`src/include/hbd_params.svh`:
```
// constants for the half-bridge drive and current chop block
`ifndef HBD_PARAMS_SVH
`define HBD_PARAMS_SVH
// register byte offsets
`define HBD_OFS_SRC      8'h00
`define HBD_OFS_DRIVE    8'h04
`define HBD_OFS_HSMODE   8'h08
`define HBD_OFS_DUTY1    8'h0C
`define HBD_OFS_DUTY2    8'h10
`define HBD_OFS_LEVEL    8'h14
`define HBD_OFS_CHOP     8'h18
`define HBD_OFS_STAT     8'h1C
`define HBD_OFS_PIN      8'h20
// reset values
`define HBD_RST_ZERO     32'h0000_0000
// clock rate and timing
`define HBD_CLK_HZ       40000000
`define HBD_DEAD_NS      100
`define HBD_DEAD_CYC     ((`HBD_DEAD_NS*40+999)/1000)
`define HBD_FILT0_US     2
`define HBD_FILT1_US     5
`define HBD_FILT2_US     10
`define HBD_FILT3_US     20
`define HBD_US_CYC(u)    ((u)*(`HBD_CLK_HZ/1000000))
`define HBD_CHOP0_HZ     20000
`define HBD_CHOP_CYC(h)  (`HBD_CLK_HZ/(h))
`define HBD_HS0_HZ       108
`define HBD_HS1_HZ       217
`define HBD_HS2_HZ       289
`define HBD_HS3_HZ       434
`define HBD_HS_STEPS     1024
`define HBD_HS_PRE(h)    (`HBD_CLK_HZ/((h)*`HBD_HS_STEPS))
`endif

```
`src/include/hbd_pkg.sv`:
```
// types for the half-bridge drive and current chop block
package hbd_pkg;
   typedef enum logic [1:0] {
      HBD_ON   = 2'b00,
      HBD_FREE = 2'b01,
      HBD_HIZ  = 2'b11
   } hbd_phase_e;
   typedef struct packed {
      logic [1:0]  drv;      // high, low fet request after select
      logic [1:0]  out;      // gate outputs
      logic [2:0]  dead;     // dead-time counter
      hbd_phase_e  phase;
      logic [18:0] cnt;      // chop cycle counter
      logic [18:0] off_cnt;  // remaining minimum off time
      logic [9:0]  filt;     // over-limit filter
      logic [9:0]  zfilt;    // zero-current filter
   } hbd_ch_s;
   typedef struct packed {
      logic [17:0] src;
      logic [11:0] drive;
      logic [1:0]  hsmode;
      logic [9:0]  duty1;
      logic [9:0]  duty2;
      logic [9:0]  level;
      logic [17:0] chop;     // filter, rate, minoff, freewheel
      logic [5:0]  trip;
      logic [5:0]  pin_a;
      logic [5:0]  pin_b;
      logic [14:0] hs_pre;
      logic [9:0]  hs_cnt;
      logic        ack;
      logic [31:0] dat;
      hbd_ch_s [5:0] ch;
      logic [11:0] gate;
      logic [5:0]  enable;
      logic [9:0]  lvl_out;
   } hbd_state_s;
endpackage : hbd_pkg

```
`src/core/hbd_core.sv`:
```
// half-bridge gate logic with dead time, high-side mode and current chop
// What this block does
// - source select picks off, register or pwm
// - drive field 00 off, 01 high, 10 low
// - mode writes act at once
// - pwm sources follow the selected pin
// - dead time inserted at every handover
// - bridges one, two have high-side-only bit
// - high-side mode driven by internal generator
// - generator rate code gives four frequencies
// - duty field sets on-time, max 1023
// - high-side mode keeps same chop protection
// - all bridges off after reset
// - sleep low forces both fets off
// - level one bit for one, two bits others
// - freewheel select chooses hi-z or complementary
// - filter code gives 2/5/10/20 us
// - rate code gives 20/10/5/2.5 kHz
// - chop cycle starts when fet enabled
// - trip after filter: off-time, flag, restart
// - zero current in freewheel gives hi-z
// - resume each cycle, pin change restarts count
// - level writes immediate, pins chop like register
// - off time is one full period T from the trip, not max of remainder and minimum, as the trip restarts the count
// - minimum off: none, T/2, T/4, T
//
// Decided for this implementation: the placing of the registers and the Wishbone interface to the registers.
`timescale 1ns/100ps
`include "hbd_params.svh"
module hbd_core (
   // clock and reset
   input  wire logic        sys_clk,
   input  wire logic        sys_rst,
   // wishbone slave
   input  wire logic        wb_cyc_i,
   input  wire logic        wb_stb_i,
   input  wire logic        wb_we_i,
   input  wire logic [7:0]  wb_adr_i,
   input  wire logic [31:0] wb_dat_i,
   input  wire logic [3:0]  wb_sel_i,
   output logic      [31:0] wb_dat_o,
   output logic             wb_ack_o,
   // pins and analog comparators
   input  wire logic        sleep_n,
   input  wire logic        pwm_input_a,
   input  wire logic        pwm_input_b,
   input  wire logic [5:0]  over_limit,
   input  wire logic [5:0]  zero_current,
   // gate drive: bit 2i high fet, 2i+1 low fet
   output logic      [11:0] gate_on,
   output logic      [5:0]  bridge_enabled,
   output logic      [9:0]  limit_level
);
   ////////////////////////////////////////////////////////////////////
   hbd_pkg::hbd_state_s s_reg;
   hbd_pkg::hbd_state_s s_next;

   // deglitch length in cycles for a filter code
   function automatic logic [9:0] filt_cyc(input logic [1:0] c);
      unique case (c)
         2'b00: filt_cyc = 10'(`HBD_US_CYC(`HBD_FILT0_US));
         2'b01: filt_cyc = 10'(`HBD_US_CYC(`HBD_FILT1_US));
         2'b10: filt_cyc = 10'(`HBD_US_CYC(`HBD_FILT2_US));
         2'b11: filt_cyc = 10'(`HBD_US_CYC(`HBD_FILT3_US));
      endcase
   endfunction : filt_cyc

   // chop period in cycles for a rate code, doubling per step
   function automatic logic [18:0] per_cyc(input logic [1:0] c);
      per_cyc = 19'(`HBD_CHOP_CYC(`HBD_CHOP0_HZ)) << c;
   endfunction : per_cyc

   // generator prescale per rate code
   function automatic logic [14:0] hs_pre(input logic [1:0] c);
      unique case (c)
         2'b00: hs_pre = 15'(`HBD_HS_PRE(`HBD_HS0_HZ));
         2'b01: hs_pre = 15'(`HBD_HS_PRE(`HBD_HS1_HZ));
         2'b10: hs_pre = 15'(`HBD_HS_PRE(`HBD_HS2_HZ));
         2'b11: hs_pre = 15'(`HBD_HS_PRE(`HBD_HS3_HZ));
      endcase
   endfunction : hs_pre

   // requested high and low fet for one bridge
   function automatic logic [1:0] sel_drv(input logic [2:0] src,
      input logic [1:0] drv, input logic a, input logic b);
      unique case (src)
         3'b000: sel_drv = 2'b00;
         3'b001: sel_drv = (drv == 2'b11) ? 2'b00
                                          : {drv[0], drv[1]};
         3'b010: sel_drv = {~a, a};
         3'b011: sel_drv = {1'b0, a};
         3'b100: sel_drv = {a, 1'b0};
         3'b101: sel_drv = {~b, b};
         3'b110: sel_drv = {1'b0, b};
         3'b111: sel_drv = {b, 1'b0};
      endcase
   endfunction : sel_drv

   ////////////////////////////////////////////////////////////////////
   // next state
   always_comb begin
      logic [1:0]  req;
      logic [1:0]  want;
      logic [18:0] per;
      logic [18:0] minoff;
      logic [18:0] rem;
      logic [9:0]  fl;
      logic        hit;
      logic        high_fet_on;
      logic        acc;
      logic [2:0]  src;
      logic [1:0]  fsel;
      logic [1:0]  rsel;
      logic [1:0]  msel;
      logic        fw;
      req    = 2'b00;
      want   = 2'b00;
      per    = '0;
      minoff = '0;
      rem    = '0;
      fl     = '0;
      hit    = 1'b0;
      high_fet_on  = 1'b0;
      src    = '0;
      fsel   = '0;
      rsel   = '0;
      msel   = '0;
      fw     = 1'b0;
      s_next = s_reg;
      acc    = wb_cyc_i && wb_stb_i && !s_reg.ack;
      // bus slave, one wait state, ack drops next cycle
      s_next.ack = acc;
      if (acc && wb_we_i && wb_sel_i[0]) begin
         unique case (wb_adr_i)
            `HBD_OFS_SRC:    s_next.src = wb_dat_i[17:0];
            `HBD_OFS_DRIVE:  s_next.drive = wb_dat_i[11:0];
            `HBD_OFS_HSMODE: s_next.hsmode = wb_dat_i[1:0];
            `HBD_OFS_DUTY1:  s_next.duty1 = wb_dat_i[9:0];
            `HBD_OFS_DUTY2:  s_next.duty2 = wb_dat_i[9:0];
            `HBD_OFS_LEVEL:  s_next.level = wb_dat_i[9:0];
            `HBD_OFS_CHOP:   s_next.chop = wb_dat_i[17:0];
            default: ;
         endcase
      end
      if (acc && !wb_we_i) begin
         unique case (wb_adr_i)
            `HBD_OFS_SRC:    s_next.dat = {14'h0, s_reg.src};
            `HBD_OFS_DRIVE:  s_next.dat = {20'h0, s_reg.drive};
            `HBD_OFS_HSMODE: s_next.dat = {30'h0, s_reg.hsmode};
            `HBD_OFS_DUTY1:  s_next.dat = {22'h0, s_reg.duty1};
            `HBD_OFS_DUTY2:  s_next.dat = {22'h0, s_reg.duty2};
            `HBD_OFS_LEVEL:  s_next.dat = {22'h0, s_reg.level};
            `HBD_OFS_CHOP:   s_next.dat = {14'h0, s_reg.chop};
            `HBD_OFS_STAT:   s_next.dat = {26'h0, s_reg.trip};
            `HBD_OFS_PIN:    s_next.dat = {20'h0, s_reg.gate};
            default:         s_next.dat = 32'h0000_0000;
         endcase
      end
      // trip flags clear by writing ones to status
      if (acc && wb_we_i && wb_sel_i[0] && wb_adr_i == `HBD_OFS_STAT)
         s_next.trip = s_reg.trip & ~wb_dat_i[5:0];
      // internal generator shared by bridges one and two
      if (s_reg.hs_pre == 15'h0000) begin
         s_next.hs_pre = hs_pre(s_reg.chop[17:16]) - 15'h0001;
         s_next.hs_cnt = s_reg.hs_cnt + 10'h001;
      end else begin
         s_next.hs_pre = s_reg.hs_pre - 15'h0001;
      end
      // per bridge
      for (int i = 0; i < 6; i++) begin
         src  = s_reg.src[3*i +: 3];
         fsel = s_reg.chop[1:0];
         rsel = s_reg.chop[3:2];
         msel = s_reg.chop[5:4];
         fw   = s_reg.chop[6 + i];
         req  = sel_drv(src, s_reg.drive[2*i +: 2], pwm_input_a, pwm_input_b);
         if (i < 2 && s_reg.hsmode[i]) begin
            high_fet_on = (i == 0) ? (s_reg.hs_cnt < s_reg.duty1)
                             : (s_reg.hs_cnt < s_reg.duty2);
            req = {src[0] & high_fet_on, 1'b0};
         end
         if (!sleep_n)
            req = 2'b00;
         per = per_cyc(rsel);
         fl  = filt_cyc(fsel);
         unique case (msel)
            2'b00: minoff = 19'h0;
            2'b01: minoff = per >> 1;
            2'b10: minoff = per >> 2;
            2'b11: minoff = per;
         endcase
         s_next.ch[i].drv = req;
         hit = 1'b0;
         // command change or fresh enable restarts the chop cycle
         if (req != s_reg.ch[i].drv) begin
            s_next.ch[i].cnt   = '0;
            s_next.ch[i].phase = hbd_pkg::HBD_ON;
            s_next.ch[i].filt  = '0;
            s_next.ch[i].zfilt = '0;
         end else begin
            s_next.ch[i].cnt = s_reg.ch[i].cnt + 19'h1;
            if (s_reg.ch[i].off_cnt != 19'h0)
               s_next.ch[i].off_cnt = s_reg.ch[i].off_cnt - 19'h1;
            if (s_reg.ch[i].cnt >= per - 19'h1) begin
               s_next.ch[i].cnt = '0;
               if (s_reg.ch[i].off_cnt <= 19'h1)
                  s_next.ch[i].phase = hbd_pkg::HBD_ON;
            end
            // over-limit filter, active in on and freewheel phases
            if (over_limit[i] && req != 2'b00 &&
                s_reg.ch[i].phase != hbd_pkg::HBD_HIZ)
               s_next.ch[i].filt = s_reg.ch[i].filt + 10'h001;
            else
               s_next.ch[i].filt = '0;
            if (over_limit[i] && s_reg.ch[i].filt >= fl &&
                s_reg.ch[i].phase == hbd_pkg::HBD_ON && req != 2'b00) begin
               hit = 1'b1;
               s_next.ch[i].filt  = '0;
               s_next.ch[i].cnt   = '0;
               rem = per - s_reg.ch[i].cnt;
               s_next.ch[i].off_cnt = (rem > minoff) ? rem : minoff;
               s_next.ch[i].phase = fw ? hbd_pkg::HBD_FREE
                                       : hbd_pkg::HBD_HIZ;
            end
            // zero crossing during active freewheel
            if (s_reg.ch[i].phase == hbd_pkg::HBD_FREE && zero_current[i])
               s_next.ch[i].zfilt = s_reg.ch[i].zfilt + 10'h001;
            else
               s_next.ch[i].zfilt = '0;
            if (s_reg.ch[i].phase == hbd_pkg::HBD_FREE && zero_current[i] &&
                s_reg.ch[i].zfilt >= fl)
               s_next.ch[i].phase = hbd_pkg::HBD_HIZ;
         end
         if (hit)
            s_next.trip[i] = 1'b1;                        // set wins over clear
         // output after chop phase
         unique case (s_reg.ch[i].phase)
            hbd_pkg::HBD_ON:   want = req;
            hbd_pkg::HBD_FREE: want = (req == 2'b00) ? 2'b00 : ~req;
            hbd_pkg::HBD_HIZ:  want = 2'b00;
            default:           want = 2'b00;
         endcase
         if (!sleep_n || want == 2'b11)
            want = 2'b00;
         // dead time: drop first, then hold both off before turning on
         if (want != s_reg.ch[i].out) begin
            if ((s_reg.ch[i].out & ~want) != 2'b00 || want == 2'b00) begin
               s_next.ch[i].out  = s_reg.ch[i].out & want;
               s_next.ch[i].dead = 3'(`HBD_DEAD_CYC);
            end else if (s_reg.ch[i].dead != 3'h0) begin
               s_next.ch[i].dead = s_reg.ch[i].dead - 3'h1;
            end else begin
               s_next.ch[i].out = want;
            end
         end else if (s_reg.ch[i].dead != 3'h0) begin
            s_next.ch[i].dead = s_reg.ch[i].dead - 3'h1;
         end
         // high fet on the even gate bit, low fet on the odd one
         s_next.gate[2*i +: 2] = {s_next.ch[i].out[0], s_next.ch[i].out[1]};
         s_next.enable[i] = (src != 3'b000) && sleep_n;
      end
      s_next.lvl_out = s_reg.level;
   end

   ////////////////////////////////////////////////////////////////////
   // state register, everything off after reset
   always_ff @(posedge sys_clk or posedge sys_rst) begin
      if (sys_rst) begin
         s_reg <= '0;
      end else begin
         s_reg <= s_next;
      end
   end

   // outputs straight from flip-flops
   assign wb_dat_o       = s_reg.dat;
   assign wb_ack_o       = s_reg.ack;
   assign gate_on        = s_reg.gate;
   assign bridge_enabled = s_reg.enable;
   assign limit_level    = s_reg.lvl_out;
endmodule : hbd_core

```
`config.mk`:
```
export PLATFORM = sky130hd
export DESIGN_NAME = hbd_core
export DESIGN_NICKNAME = d
export VERILOG_FILES = /design/src/include/hbd_pkg.sv /design/src/core/hbd_core.sv
export VERILOG_INCLUDE_DIRS = /design/src /design/src/include
export SDC_FILE = /design/constraint.sdc
export NUM_CORES = 2
export LEC_CHECK = 0
export BUFFER_PORTS_ARGS = -buffer_cell sky130_fd_sc_hd__buf_2
export CORE_ASPECT_RATIO = 0.9
export CORE_MARGIN = 3
export CORE_UTILIZATION = 58
export CTS_BUF_LIST = sky130_fd_sc_hd__clkbuf_16
export CTS_CLUSTER_DIAMETER = 80
export DETAILED_ROUTE_END_ITERATION = 6
export GPL_TIMING_DRIVEN = 0
export PLACE_DENSITY = 0.78
export SETUP_SLACK_MARGIN = 0.4
export SLEW_MARGIN = 20
export SYNTH_ARGS = -nofsm -noshare
export SYNTH_HDL_FRONTEND = slang
export SYNTH_SLANG_ARGS = --single-unit
```
`constraint.sdc`:
```
create_clock -name sys_clk -period 15.6 [get_ports sys_clk]
set_clock_uncertainty 0.15 [all_clocks]
set_input_delay 1.56 -clock sys_clk [delete_from_list [all_inputs] [get_ports sys_clk]]
set_output_delay 1.56 -clock sys_clk [all_outputs]
set_load 0.01 [all_outputs]
```
==> Word-level counts from Yosys, hierarchy flattened <==
Cells that the tools add are included.
{ "totals": {"register_bits": 574, "input_bits": 64, "output_inout_bits": 61} }
{ "op_classes": {"add_sub_neg": 40, "order_cmp": 32, "eq_ne": 95, "shifts": 1, "mux": 159, "n_bitwise": 36, "reduce_logical": 171} }
{ "ops": {"columns": ["cell", "n"], "rows": [
  ["50-bit two-way mux", 6],
  ["21-bit two-way mux", 12],
  ["19-bit two-way mux", 12],
  ["18-bit case mux with 9 select lines", 1],
  ["19-bit by 1-bit subtractor with 19-bit output, second input constant", 7],
  ["10-bit by 1-bit adder with 10-bit output, second input constant", 13],
  ["10-bit greater-or-equal comparator", 12],
  ["10-bit two-way mux", 12],
  ["20-bit two-way mux", 6],
  ["19-bit by 1-bit adder with 19-bit output, second input constant", 6],
  ["19-bit greater-or-equal comparator", 6],
  ["19-bit greater-than comparator", 6],
  ["19-bit by 1-bit <= comparator with 1-bit output, second input constant", 6],
  ["19-bit nonzero test", 6],
  ["19-bit subtractor", 6],
  ["2-bit two-way mux", 56],
  ["2-bit case mux with 8 select lines", 6],
  ["19-bit case mux with 4 select lines", 1],
  ["3-bit == test, second input constant", 24],
  ["15-bit case mux with 4 select lines", 1],
  ["1-bit logical AND", 54],
  ["2-bit nonzero test", 24],
  ["4-bit nonzero test", 12],
  ["2-bit logical NOT", 21],
  ["other kinds (34)", 218]
]} }

==> Longest topological paths before layout <==
{ "logic_depth": {"ltp_word": 17, "mapped_depth": 20} }

==> Least setup slack after synthesis <==
OpenSTA, ideal clock, no wires.
{ "synth_path": {"path_kind": "reg2reg", "startpoint": "reg s_reg[509] (netlist bit)", "endpoint": "reg s_reg[252] (netlist bit)", "setup_time_ns": 0.133, "arrival_time_ns": 4.584, "required_time_ns": 15.317, "slack_ns": 10.733, "path_stages_with_launch": 20, "period_less_slack_ns": 4.867, "path_cell_list": "dfrtp_1 > inv_1 > ha_1 > ha_1 > nand4bb_1 > nand2b_1 > a21o_1 > o21ba_2 > o21ai_0 > nand3b_1 > xor2_1 > ha_1 > nand3_1 > or2_2 > or4_1 > a21oi_1 > nand4_1 > clkbuf_1 > a31oi_1 > o21ai_0"} }
{ "synth_between": {"elab_chain_cells": 5, "word_cells_on_any_way": 6} }
{ "synth_rtl": {"columns": ["element", "line", "text"], "rows": [
  ["from (decl)", "hbd_core.sv:55", "hbd_pkg::hbd_state_s s_reg;"],
  ["from (signal assigned)", "hbd_core.sv:271", "s_reg <= s_next;"],
  ["11-bit by 2-bit << shifter with 19-bit output (*)", "hbd_core.sv:70", "per_cyc = 19'(`HBD_CHOP_CYC(`HBD_CHOP0_HZ)) << c;"],
  ["19-bit subtractor or 19-bit case mux with 4 select lines (tied branches)", "hbd_core.sv:220, hbd_core.sv:186", null],
  ["19-bit greater-than comparator", "hbd_core.sv:221", "s_next.ch[i].off_cnt = (rem > minoff) ? rem : minoff;"],
  ["19-bit two-way mux (*)", "hbd_core.sv:221", null],
  ["50-bit two-way mux (*)", "hbd_core.sv:215", "if (over_limit[i] && s_reg.ch[i].filt >= fl &&"]
]} }
Mark *: on every way between the ends. The rest lies on a longest branch, timed or not.
A chain may end at the register's enable or synchronous reset.

==> Worst setup path after layout <==
{ "layout_path": {"startpoint": "reg s_reg[509] (netlist bit)", "endpoint": "reg s_reg[254] (netlist bit)"} }
The elaborated chain is that of the path after synthesis.

==> flow_metrics.env <==
export IMPL_grt_pass1_wl_mm=171.9
export IMPL_tightestPinTransition_ns=1.236
export IMPL_vias=33910
export IMPL_finalPower_mw=4.794
export IMPL_period_share=0.5047
export IMPL_hold_violations=0
export IMPL_critical_path_max_fanout=16
export IMPL_drc_errors=16
export IMPL_synthTopCellsByCount="dfrtp_1 (548), nor2_1 (536), ha_1 (414)"
export IMPL_setup_viol=0
export IMPL_numPortBuffers=92
export IMPL_grt_use_met1=0.4050
export IMPL_pwr_share_clk=0.296
export IMPL_clock_latency_ns=0.66
export IMPL_core_area_um2=66150
export IMPL_grt_busiest_layer="met2"
export IMPL_ys_flop_type="dfrtp_1"
export IMPL_die_y_um=252.2
export IMPL_combPwrFrac=0.307
export IMPL_ys_seq_elements=548
export IMPL_largest_register_ffs=492
export IMPL_timing_hold_ws_ns=0.2719
export IMPL_cts_inserted_buffers=60
export IMPL_cts_tree="yes"
export IMPL_ant_nets=0
export IMPL_drv_cap=0
export IMPL_netlist_area_leader_share=0.3509
export IMPL_yosysSeqAreaShare=0.3509
export IMPL_synth_most_common_cell="dfrtp_1"
export IMPL_antenna_found_initial=2
export IMPL_grt_ovfl_total=0
export IMPL_max_freq_ghz=0.1270
export IMPL_cts_hold_buf=0
export IMPL_cts_root_buffer="clkbuf_16"
export IMPL_grtUsageMet3=0.04988
export IMPL_rr_startpoint="s_reg[509]"
export IMPL_ios=125
export IMPL_avgSynthCellArea_um2=8.838
export IMPL_grt_util_all_layers=0.3023
export IMPL_synth_cell_type_count=107
export IMPL_status="finished, violations left"
export IMPL_clk_pin_slew_worst_paths_ns=0.06
export IMPL_antenna_diode_count=0
export IMPL_areaGrowthSynthToFinish_pct=10.44
export IMPL_cts_num_sinks=548
export IMPL_synth_area_leader_cell="dfrtp_1"
export IMPL_path_class="reg -> reg"
export IMPL_ys_async_sr_fraction=1.000
export IMPL_syn_instance_count=4421
export IMPL_ff2ff_path_depth=15
export IMPL_reg2reg_to="s_reg[254]"
export IMPL_cp_end_kind="flip-flop"
export IMPL_layout_drive_gt1_share=0.09341
export IMPL_required_ns=15.93
export IMPL_slew_limit_headroom=0.1757
export IMPL_wirelength_mm=109.1
export IMPL_rsz0062_at_grt="false"
export IMPL_switching_share=0.3618
export IMPL_power_density_nw_per_um2=111.1
export IMPL_maxSlewViolCount=0
export IMPL_clock_path_buffers=3
export IMPL_leakagePower_nw=20.21
export IMPL_synthTopCellsByArea="dfrtp_1 (35%), ha_1 (13%), nor2_1 (5.1%), xnor2_1 (4.6%), o21ai_0 (3.3%)"
export IMPL_cts_resized_gates=0
export IMPL_post_cts_buffers=0
export IMPL_htreeDepth=2
export IMPL_ir_drop_mv=0.1024
export IMPL_min_path_type="reg -> reg"
export IMPL_violations="design-rule violations"
export IMPL_period_needed_ns=7.874
export IMPL_crit_start="s_reg[509]"
export IMPL_routedWlPerCell_um=19.64
export IMPL_cp_endpoint="s_reg[254]"
export IMPL_crit_arrival_ns=8.20
export IMPL_post_route_util=0.6524
export IMPL_intPower_mw=3.059
export IMPL_startpoint_type="flip-flop"
export IMPL_drt_initial_drc_count=3548
export IMPL_place_gp_congestion=0.9373
export IMPL_rows=89
export IMPL_dieArea_um2=70530
export IMPL_p_sw_mw=1.734
export IMPL_start_util=0.5907
export IMPL_num_nets_final=5115
export IMPL_grt_util_met2=0.4866
export IMPL_viasPerCell=6.106
export IMPL_ys_warn_count=0
export IMPL_die_x_um=279.6
export IMPL_seqPwrFrac=0.397
export IMPL_synth_edf_count=0
export IMPL_grt_max_degree=37
export IMPL_reg2reg_slack_ns=7.73
export IMPL_fin_setup_tns_ns=0
export IMPL_synth_cell_area_um2=39070
export IMPL_grt_pass1_vias=31980
export IMPL_dr_pass1_iters=7
export IMPL_dp_hpwl_mm=80.40
[worst max-delay path, cell delays in order, from the launching register on]
cell,delay [ns]
dfrtp_1,1.15
inv_1,0.84
ha_1,0.79
inv_1,0.69
nand2_1,0.18
a31oi_2,0.72
inv_1,0.60
ha_1,0.47
nand2_1,0.06
or2_2,0.30
or4_1,0.53
a21oi_1,0.18
nand4_1,0.28
clkbuf_1,0.36
a31oi_1,0.24
o21ai_0,0.10
[per-layer routing]
layer,vias up,wire [um]
met5,-,13
met4,2,5071
met3,301,8444
met2,1363,49160
met1,16230,46380
li1,16010,-
[power by group through the flow]
| stage | clock network (mW) | logic [mW] | registers, mW |
|---|---|---|---|
| 4_1_cts | 1.43 | 1.46 | 1.89 |
| 3_3_place_gp | 0 | 1.38 | 1.91 |
| 5_1_grt | 1.49 | 1.66 | 1.93 |
| 2_1_floorplan | 0 | 1.12 | 1.84 |
| 3_5_place_dp | 0 | 1.44 | 1.91 |
| 6_report | 1.42 | 1.47 | 1.90 |
[worst min path at each step]
stage	from	end	slack (ns)	cells past startpoint
6_report	s_next[8]	limit_level[8]	0.27	0
5_1_grt	s_next[5]	limit_level[5]	0.27	0
4_1_cts	s_next[8]	limit_level[8]	0.27	0
3_5_place_dp	s_next[8]	limit_level[8]	0.25	0
3_3_place_gp	s_next[5]	limit_level[5]	0.23	0
2_1_floorplan	s_next[0]	limit_level[0]	0.22	0
[layout make-up]
type / instances / area, um^2
clock inverters: 53 / 404.1
fillers: 5432 / 22990
repair buffers: 112 / 878.3
clock buffers: 61 / 1526
well taps: 864 / 1081
multi-input cells: 3438 / 23430
inverters: 264 / 994.7
plain buffers: 213 / 1125
flip-flops and latches: 548 / 13710
[cells by family (layout without fill, tap and decap cells)]
| logic type | after synthesis | after routing | synth area share |
|---|---|---|---|
| AND/OR/NAND/NOR | 1596 | 1596 | 0.1975 |
| AO/OA/AOI/OAI | 941 | 941 | 0.1599 |
| buffers and inverters | 477 | 703 | 0.05415 |
| flip-flops | 548 | 548 | 0.3509 |
| XOR/XNOR | 336 | 336 | 0.07531 |
| adder cells (fa/ha/maj) | 414 | 414 | 0.1326 |
| multiplexers | 107 | 107 | 0.02943 |
| other | 2 | 44 | 0.0001922 |
[cells in the final DEF, fill, tap and decap left out, drive strengths merged, types with 42 or more instances in the layout]
master	n
a21oi	210
xor2	132
and3	50
dfrtp	548
a21o	50
nand4	42
nor3	121
ha	414
nand3	187
conb	44
mux2i	44
clkbuf	168
o21a	44
nor2	539
buf	218
nand2	335
inv	273
xnor2	204
nor4	56
o21ai	263
mux2	63
[per-stage QoR]
stage                     setup slack [ns]  cell area [um^2]  std cells
after floorplan                      6.434             39240       4463
after global placement               3.183             40780       5419
after detailed placement             8.180             41220       5439
after CTS                            8.143             43150       5553
after global routing                 7.748             43150       5553
final                                7.726             43150       5553
(Power assumes the default switching activity.)
